### config.mk
export PLATFORM = sky130hd
export DESIGN_NAME = secondary_error_severity_pointer
export DESIGN_NICKNAME = d
export VERILOG_FILES = /design/src/logic/sec_err_pkg.sv /design/src/logic/sec_err_if.sv /design/src/logic/first_error_pick.sv /design/src/logic/secondary_error_severity_pointer.sv
export SDC_FILE = /design/constraint.sdc
export NUM_CORES = 1
export LEC_CHECK = 0
export BUFFER_PORTS_ARGS = -buffer_cell sky130_fd_sc_hd__buf_2
export CAP_MARGIN = 10
export CORE_ASPECT_RATIO = 2
export CORE_MARGIN = 4
export CORE_UTILIZATION = 36
export DETAILED_ROUTE_END_ITERATION = 10
export MAX_ROUTING_LAYER = met4
export PLACE_DENSITY = 0.82
export REMOVE_ABC_BUFFERS = 1
export SLEW_MARGIN = 20
export SYNTH_ARGS = -nofsm -noshare
export SYNTH_HDL_FRONTEND = slang
export SYNTH_SLANG_ARGS = --single-unit
export TNS_END_PERCENT = 10
### constraint.sdc
create_clock -name MCLK -period 2.44 [get_ports MCLK]
set_input_delay 0.61 -clock MCLK [delete_from_list [all_inputs] [get_ports MCLK]]
set_output_delay 0.61 -clock MCLK [all_outputs]
set_load 0.03 [all_outputs]
### src/logic/sec_err_pkg.sv
`default_nettype none
package sec_err_pkg;
	localparam logic [11:0] SEVERITY_OFFSET   = 12'h134;
	localparam logic [11:0] CAP_CTRL_OFFSET   = 12'h138;
	localparam logic [31:0] SEVERITY_RESET    = 32'h00001340;
	localparam logic [31:0] SEVERITY_WMASK    = 32'h00003FEE;
	// Errors the bridge really reports; the PCI-X bits are storage only
	localparam logic [31:0] REPORTED_MASK     = 32'h00001E8C;
	localparam logic [31:0] CAP_CTRL_RESET    = 32'h00000000;
	localparam int          POINTER_WIDTH     = 5;
	localparam int          ERROR_BITS        = 14;
endpackage : sec_err_pkg
`default_nettype wire

### src/logic/sec_err_if.sv
`default_nettype none
interface sec_err_if;
	logic [13:0] event_hit;
	logic        load_pointer;
	logic [4:0]  pointer_value;
	modport pick (input event_hit, output load_pointer, output pointer_value);
	modport user (output event_hit, input load_pointer, input pointer_value);
endinterface : sec_err_if
`default_nettype wire

### src/logic/first_error_pick.sv
`default_nettype none
// Picks the lowest bit among simultaneous new unmasked errors.
module first_error_pick (
	sec_err_if.pick lane
);
	always_comb begin
		lane.load_pointer  = |lane.event_hit;
		lane.pointer_value = 5'h00;
		for (int i = sec_err_pkg::ERROR_BITS - 1; i >= 0; i--) begin
			if (lane.event_hit[i]) begin
				lane.pointer_value = 5'(i);
			end
		end
	end
endmodule : first_error_pick
`default_nettype wire

### src/logic/secondary_error_severity_pointer.sv
`default_nettype none
module secondary_error_severity_pointer (
	input  wire logic        MCLK,
	input  wire logic        RST_N,
	input  wire logic        LINK_RESET_INPUT_N,
	input  wire logic        GLOBAL_RESET_INPUT_N,
	input  wire logic [11:0] CFG_ADDR,
	input  wire logic        CFG_WR,
	input  wire logic        CFG_RD,
	input  wire logic [31:0] CFG_WDATA,
	input  wire logic [3:0]  CFG_BE,
	input  wire logic [31:0] ERROR_EVENT,
	input  wire logic [31:0] ERROR_MASK,
	input  wire logic [31:0] ERROR_STATUS,
	output logic      [31:0] CFG_RDATA,
	output logic             CFG_RVALID,
	output logic             ERR_FATAL_SEND,
	output logic             ERR_NONFATAL_SEND
);
	logic        fundamental_reset_n;
	logic [31:0] severity;
	logic [31:0] next_severity;
	logic [4:0]  first_error_pointer;
	logic [4:0]  next_first_error_pointer;
	logic [31:0] next_rdata;
	logic        next_fatal;
	logic        next_nonfatal;
	logic [31:0] live;
	logic [31:0] byte_mask;
	logic        status_busy;

	sec_err_if lane ();

	// Address match, shared by the write path and its checks
	function automatic logic hits(input logic [11:0] addr, input logic [11:0] offset);
		return addr == offset;
	endfunction : hits

	// Any of the three reset inputs pulls the sticky domain down
	assign fundamental_reset_n = RST_N & LINK_RESET_INPUT_N & GLOBAL_RESET_INPUT_N;

	// Only unmasked, really reported errors count
	assign live = ERROR_EVENT & ~ERROR_MASK & sec_err_pkg::REPORTED_MASK;
	// Status already holding an unmasked error freezes the pointer
	assign status_busy = |(ERROR_STATUS & ~ERROR_MASK & sec_err_pkg::REPORTED_MASK);
	assign lane.event_hit = status_busy ? 14'h0000 : live[13:0];

	first_error_pick pick (
		.lane (lane)
	);

	for (genvar b = 0; b < 4; b++) begin : g_be
		assign byte_mask[8*b+7:8*b] = {8{CFG_BE[b]}};
	end

	always_comb begin
		next_severity            = severity;
		next_first_error_pointer = first_error_pointer;
		next_rdata               = 32'h00000000;
		if (CFG_WR && hits(CFG_ADDR, sec_err_pkg::SEVERITY_OFFSET)) begin
			next_severity = (severity & ~(sec_err_pkg::SEVERITY_WMASK & byte_mask))
				| (CFG_WDATA & sec_err_pkg::SEVERITY_WMASK & byte_mask);
		end
		if (lane.load_pointer) begin
			next_first_error_pointer = lane.pointer_value;
		end
		if (CFG_RD) begin
			case (CFG_ADDR)
				sec_err_pkg::SEVERITY_OFFSET: next_rdata = severity & sec_err_pkg::SEVERITY_WMASK;
				sec_err_pkg::CAP_CTRL_OFFSET: next_rdata = {27'h0000000, first_error_pointer};
				default:                      next_rdata = 32'h00000000;
			endcase
		end
		next_fatal    = |(live & severity);
		next_nonfatal = |(live & ~severity);
	end

	always_ff @(posedge MCLK or negedge fundamental_reset_n) begin
		if (!fundamental_reset_n) begin
			severity            <= sec_err_pkg::SEVERITY_RESET;
			first_error_pointer <= sec_err_pkg::CAP_CTRL_RESET[4:0];
			CFG_RDATA           <= 32'h00000000;
			CFG_RVALID          <= 1'b0;
			ERR_FATAL_SEND      <= 1'b0;
			ERR_NONFATAL_SEND   <= 1'b0;
		end else begin
			severity            <= next_severity;
			first_error_pointer <= next_first_error_pointer;
			CFG_RDATA           <= next_rdata;
			CFG_RVALID          <= CFG_RD;
			ERR_FATAL_SEND      <= next_fatal;
			ERR_NONFATAL_SEND   <= next_nonfatal;
		end
	end
endmodule : secondary_error_severity_pointer
`default_nettype wire

==> impl_metrics.py, run 1 <==
metrics = {
    "run_status": {
        "outcome": "finished clean",
    },
    "sta": {
        "clock_skew_ns": 0.00461,
        "fin_ws_ns": 0.402,
        "fin_crit_sh_pct": 83.5,
        "final_max_slew_viol_count": 0,
        "holdWs_ns": 0.462,
        "relSlewSlack_pct": 60.7,
        "finalSetupViolCount": 0,
        "finalCriticalPeriod_ns": 2.04,
        "setup-tns-final_ns": 0,
        "rsz0062_at_grt": "false",
        "fmax_ghz": 0.491,
        "tightest_slew_ns": 0.588,
        "hold_violations": 0,
    },
    "detailed_routing": {
        "wl_mm": 3.74,
        "avgRoutedWirePerCell_um": 14.1,
        "postRouteAntennaNets": 0,
        "vias": 1270,
        "drc_errors": 0,
        "routed_via_density": 4.77,
        "dr.pass1.iters": 4,
        "drtIter0Drc": 27,
    },
    "clock_tree": {
        "htreeDepth": 2,
        "ctsResizeCount": 0,
        "hold_buffers": 0,
        "cts_sinks": 32,
        "clkTransAtPathRegs_ns": 0.06,
        "cts_buffers": 5,
        "cts_setup_buffers": 0,
        "cts_root_buffer": "clkbuf_8",
        "clockBufferDepth": 2,
        "cts_tree": "done",
        "clkLatencyLatePin_ns": 0.28,
    },
    "grt": {
        "grt_pass1_vias": 1290,
        "grt_max_degree": 33,
        "globalRouteTotalUtil_pct": 14.1,
        "antenna_found_initial": 0,
        "grt_pass1_wl_mm": 5.99,
        "overflow": 0,
    },
    "logic_synthesis": {
        "synthFlopType": "dfrtp_1",
        "synth-edff-count": 0,
        "synth_area_per_cell_um2": 12.0,
        "ys_warn_count": 0,
        "synth.distinct_cells": 32,
        "synth_seq_cells": 32,
        "async_flop_share_pct": 100,
        "synth_area_um2": 1620,
        "yosysSeqAreaShare_pct": 49.8,
        "syn_inst": 135,
    },
    "layout": {
        "finalNonFillerCells": 266,
        "final_area_um2": 2060,
        "drive_above_1_share_pct": 46.7,
        "n_antenna_cell": 0,
        "post-route-util_pct": 47.5,
        "areaGrowthSynthToFinish_pct": 27.5,
        "layout.nets": 361,
    },
    "flow_run": {
        "maxCapViolCount": 0,
    },
    "floorplan": {
        "die_w_um": 55.4,
        "die-height_um": 103,
        "fp-row-count": 34,
        "io_pins": 185,
        "core-area_um2": 4340,
        "initial_core_util_pct": 37.3,
        "dieArea_um2": 5700,
    },
    "setup_path": {
        "r2r_cells": 2,
        "criticalPathCategory": "input pin to flop",
        "crit_family": "simple AND/OR/NAND/NOR gates",
        "critPathSlowestCell": "or4b_4",
        "critical_path.endpoint_type": "flop",
        "critPathMaxStageDelay_ns": 0.54,
        "crit_path_cell_trace": "buf_2 > or4b_4 > nor4_4 > nand4_4 > mux2_2",
        "r2r_end": "ERR_NONFATAL_SEND",
        "required_ns": 2.60,
        "rrSetupSlack_ns": 1.33,
        "critPathLaunch": "CFG_ADDR[7]",
        "arrival_ns": 2.20,
        "critPathLaunchType": "input pin",
        "worst-path-max-fanout": 6,
        "cp.depth": 5,
        "cp.buffers_inverters": 1,
    },
    "power_and_ir_drop": {
        "peakVddDrop_v": 0.000252,
        "power_per_cell_area_nw_per_um2": 564,
        "total_leakage_power_nw": 1.10,
        "power_mw": 1.16,
    },
    "place": {
        "dp_slack_ns": 0.0742,
        "numPortBuffers": 68,
        "hpwl_mm": 3.10,
        "place_area_um2": 1960,
        "dpl.cell_count": 258,
        "place.gp.congestion": 0.925,
    },
    "hold_path": {
        "holdCritPathClass": "input pin to flop",
    },
}
==> final cells by class <==
| type | count | area [um2] |
|---|---|---|
| flip-flops and latches | 32 | 806 |
| fillers | 418 | 2280 |
| repair buffers | 71 | 363 |
| inverters | 5 | 18.8 |
| clock buffers | 8 | 100 |
| well taps | 54 | 67.6 |
| multi-input cells | 96 | 707 |
==> power breakdown <==
group	internal [mW]	switching [mW]	total (mW)
registers	0.552	0.0119	0.564
clock network	0.257	0.174	0.431
logic	0.0654	0.102	0.168
==> cell usage after synthesis (2+ instances only) <==
master     number  area share [%]
inv_1           5             1.2
nand4_4         2             2.6
a32oi_1         2             1.1
and2_1         11             4.3
dfstp_2         4             6.5
a22o_1          4             2.2
buf_4          19             8.8
o211ai_1        3             1.4
o22ai_1         2            0.77
and3_1          2            0.77
mux2_2         12             8.4
o2bb2ai_1       2             1.1
nand3_1         4             1.2
dfrtp_1        28              43
o21ai_0         2            0.62
nor2b_1         8             3.1
a21oi_1         2            0.62
a222oi_1        2             1.2
nand2b_1        8             3.1
==> metal layers <==
layer	routed length, um	up-vias	track usage (%)	share of wire, %
met2	2010	76	25.7	54
met1	1240	585	13.4	33
met5	0	-	-	0
met4	171	0	8.99	4.6
met3	325	12	2.63	8.7
li1	-	597	-	-
==> cells by family after synthesis <==
kind of cell | count (synthesis) | synth area share (%)
and+or+nand+nor | 42 | 19.6
DFF | 32 | 49.8
buffers and inverters | 25 | 10.7
AOI/OAI and AO/OA | 23 | 11.4
muxes | 12 | 8.35
other | 1 | 0.232
==> how the worst min path moves through the flow <==
stage | slack (ns) | depth (start not counted) | endpoint | from
after floorplan | 0.45 | 1 | CFG_RDATA[13] | flop
after global placement | 0.46 | 1 | CFG_RDATA[5] | flop
after detailed placement | 0.47 | 1 | CFG_RDATA[5] | flop
after CTS | 0.46 | 1 | CFG_RVALID | CFG_RD
after global routing | 0.45 | 1 | CFG_RVALID | CFG_RD
final | 0.46 | 1 | CFG_RVALID | CFG_RD
==> layout by cell type, fill, tap and decap left out, types with 2 or more instances in the layout <==
cell type	n
o21ai_0	2
mux2_2	12
nor2b_1	8
a21oi_1	2
dfstp_2	4
dfrtp_1	28
a222oi_1	2
conb_1	19
o211ai_1	3
o2bb2ai_1	2
nand3_1	4
inv_1	5
nand4_4	2
clkbuf_8	7
a32oi_1	2
buf_2	68
buf_4	3
o22ai_1	2
a22o_1	4
and2_1	11
and3_1	2
nand2b_1	8
Note: power is estimated with default switching activity, not from simulation.
==> run 2, diff against run 1 <==
--- a/config.mk
+++ b/config.mk
@@ -5,14 +5,15 @@
 export SDC_FILE = /design/constraint.sdc
 export NUM_CORES = 1
 export LEC_CHECK = 0
+export ABC_AREA = 1
 export BUFFER_PORTS_ARGS = -buffer_cell sky130_fd_sc_hd__buf_2
 export CAP_MARGIN = 10
 export CORE_ASPECT_RATIO = 2
 export CORE_MARGIN = 4
-export CORE_UTILIZATION = 36
+export CORE_UTILIZATION = 35
 export DETAILED_ROUTE_END_ITERATION = 10
 export MAX_ROUTING_LAYER = met4
-export PLACE_DENSITY = 0.82
+export PLACE_DENSITY = 0.78
 export REMOVE_ABC_BUFFERS = 1
 export SLEW_MARGIN = 20
 export SYNTH_ARGS = -nofsm -noshare
==> constraint.sdc (replaced) <==
create_clock -name MCLK -period 2.1 [get_ports MCLK]
set_input_delay 0.525 -clock MCLK [delete_from_list [all_inputs] [get_ports MCLK]]
set_output_delay 0.525 -clock MCLK [all_outputs]
set_load 0.03 [all_outputs]
==> run 2 against run 1 <==
Compared with the run above:
- worst setup slack improved by 0.35 ns
- register-to-register slack lost 0.21 ns
- sequential power up 16%
- first-iteration DRC count rose by 22%
- routed wire length rose by 10%
- non-clock buffer count shrank 1
- die area is 7.5% higher
- critical path type is now flop to output port
==> impl_metrics.py, run 2 <==
metrics = {
    "clock_tree": {
        "clockBufferDepth": 2,
        "hold_buffers": 0,
        "clkTransAtPathRegs_ns": 0.06,
        "clkLatencyLatePin_ns": 0.28,
        "cts_tree": "done",
        "ctsResizeCount": 0,
        "htreeDepth": 2,
        "cts_setup_buffers": 0,
        "cts_sinks": 32,
        "cts_root_buffer": "clkbuf_8",
        "cts_buffers": 5,
    },
    "floorplan": {
        "fp-row-count": 35,
        "core-area_um2": 4690,
        "io_pins": 185,
        "initial_core_util_pct": 36.4,
        "die_w_um": 57.4,
        "dieArea_um2": 6120,
        "die-height_um": 107,
    },
    "logic_synthesis": {
        "yosysSeqAreaShare_pct": 47.2,
        "synth_area_per_cell_um2": 8.24,
        "yosys.area.top_type": "dfrtp_1",
        "synth.distinct_cells": 24,
        "synth_seq_cells": 32,
        "ys_warn_count": 0,
        "yosys-top-cells-area": "dfrtp_1 (41%), nand2_1 (12%), buf_4 (8.4%)",
        "synth-edff-count": 0,
        "yosys-top-cells-count": "nand2_1 (56), dfrtp_1 (28), inv_1 (26), buf_4 (19)",
        "synthFlopType": "dfrtp_1",
        "syn_inst": 207,
        "synth_area_um2": 1710,
        "async_flop_share_pct": 100,
        "yosysMostFrequentCell": "nand2_1",
        "synth_top_area_share_pct": 41.1,
    },
    "setup_path": {
        "crit_family": "flip-flops",
        "critical_path.endpoint_type": "output port",
        "worst-path-max-fanout": 1,
        "cp.buffers_inverters": 1,
        "critPathMaxStageDelay_ns": 0.37,
        "crit_path_cell_trace": "buf_2",
        "critPathLaunch": "CFG_RDATA[9]",
        "criticalPathCategory": "flop to output port",
        "r2r_end": "ERR_FATAL_SEND",
        "critPathSlowestCell": "dfrtp_1",
        "critPathLaunchType": "flop",
        "cp.depth": 1,
        "arrival_ns": 0.82,
        "rrSetupSlack_ns": 1.12,
        "endpoint": "CFG_RDATA[9]",
        "r2r_cells": 4,
        "required_ns": 1.57,
    },
    "layout": {
        "drive_above_1_share_pct": 33.7,
        "areaGrowthSynthToFinish_pct": 24.9,
        "finalNonFillerCells": 337,
        "final.fill_count": 469,
        "final_cell_mix": "buf_2 (68), nand2_1 (56), dfrtp_1 (28)",
        "multi_input_area_um2": 704,
        "seqCellArea_um2": 806,
        "final_common_cell": "buf_2",
        "n_antenna_cell": 0,
        "layout.nets": 431,
        "final_area_um2": 2130,
    },
    "power_and_ir_drop": {
        "p_comb_share_pct": 15.0,
        "intPower_uw": 967,
        "power_per_cell_area_nw_per_um2": 624,
        "p_seq_share_pct": 49.1,
        "p_clk_share_pct": 35.9,
        "peakVddDrop_v": 0.000513,
        "switching_share_pct": 27.4,
        "total_leakage_power_nw": 1.24,
        "netSwitchingPower_uw": 364,
    },
    "sta": {
        "fin_ws_ns": 0.752,
        "setup-tns-final_ns": 0,
        "clock_skew_ns": 0.00311,
        "finalCriticalPeriod_ns": 1.35,
        "finalSetupViolCount": 0,
        "rsz0062_at_grt": "false",
        "fin_crit_sh_pct": 64.2,
        "final_max_slew_viol_count": 0,
        "hold_violations": 0,
        "fmax_ghz": 0.742,
    },
    "grt": {
        "overflow": 0,
        "antenna_found_initial": 0,
        "grt_pass1_wl_mm": 6.72,
        "globalRouteTotalUtil_pct": 14.6,
        "grt_max_degree": 33,
        "grt_pass1_vias": 1577,
    },
    "detailed_routing": {
        "routed_via_density": 4.59,
        "vias": 1548,
        "postRouteAntennaNets": 0,
        "avgRoutedWirePerCell_um": 12.2,
        "dr.pass1.iters": 4,
        "drc_errors": 0,
        "wl_mm": 4.12,
        "drtIter0Drc": 33,
    },
    "run_status": {
        "outcome": "finished clean",
    },
    "place": {
        "numPortBuffers": 68,
        "dp_slack_ns": 0.488,
        "hpwl_mm": 3.34,
        "dpl.cell_count": 329,
        "place_area_um2": 2040,
        "place.gp.congestion": 0.823,
    },
    "flow_run": {
        "maxCapViolCount": 0,
    },
    "hold_path": {
        "holdCritPathClass": "input pin to asynchronous set/reset pin",
    },
}
## run 2: changes by cell type after synthesis, sizes merged, moves of 8 or more
cell	before	now
nand4	3	19
nand2b	8	0
nand2	1	57
nand3	4	15
mux2	12	0
nor2	0	19
and2	11	1
inv	5	28
nor2b	8	0
## run 2: cell families after synthesis
logic type	count (synthesis)	share of synthesized area, %
buffers and inverters	49	15.5
other	1	0.220
DFF	32	47.2
and+or+nand+nor	115	33.7
AOI/OAI and AO/OA	10	3.37
## run 2: power groups by stage
stage	Sequential, mW	Combinational (mW)	Clock, mW
after global placement	0.663	0.196	0
after global routing	0.657	0.225	0.519
after floorplan	0.664	0.116	0
after CTS	0.654	0.202	0.498
after detailed placement	0.665	0.201	0
final	0.654	0.200	0.478
## run 2: worst min path at each step
stage                                            end  cells past startpoint  slack [ns]
after floorplan                                 flop                      2        0.45
after global placement                          flop                      2        0.46
after detailed placement                        flop                      2        0.46
after CTS                 asynchronous set/reset pin                      3        0.39
after global routing                      CFG_RVALID                      1        0.43
final                     asynchronous set/reset pin                      3        0.38
## run 2: area by class of cell
cell class,count,area share [%]
clock buffers,6,3.87
clock inverters,2,0.469
inverters,28,4.93
multi-input cells,144,33.0
flip-flops and latches,32,37.8
well taps,55,3.23
repair buffers,70,16.7
## run 2: metal layers
layer	vias up	track usage, %	wire length (um)
met1	704	13.1	1350
met2	64	27.4	2360
met5	-	-	0
met3	7	3.61	344
li1	773	-	-
met4	0	6.47	70
## run 2: metrics by stage
step / power, mW / util, % / hold WS (ns)
after floorplan: 0.781 / - / 0.448
after global placement: 0.859 / 43.5 / 0.456
after detailed placement: 0.867 / 43.5 / 0.462
after CTS: 1.35 / 45.5 / 0.390
after global routing: 1.40 / 45.5 / 0.434
final: 1.33 / 45.5 / 0.380
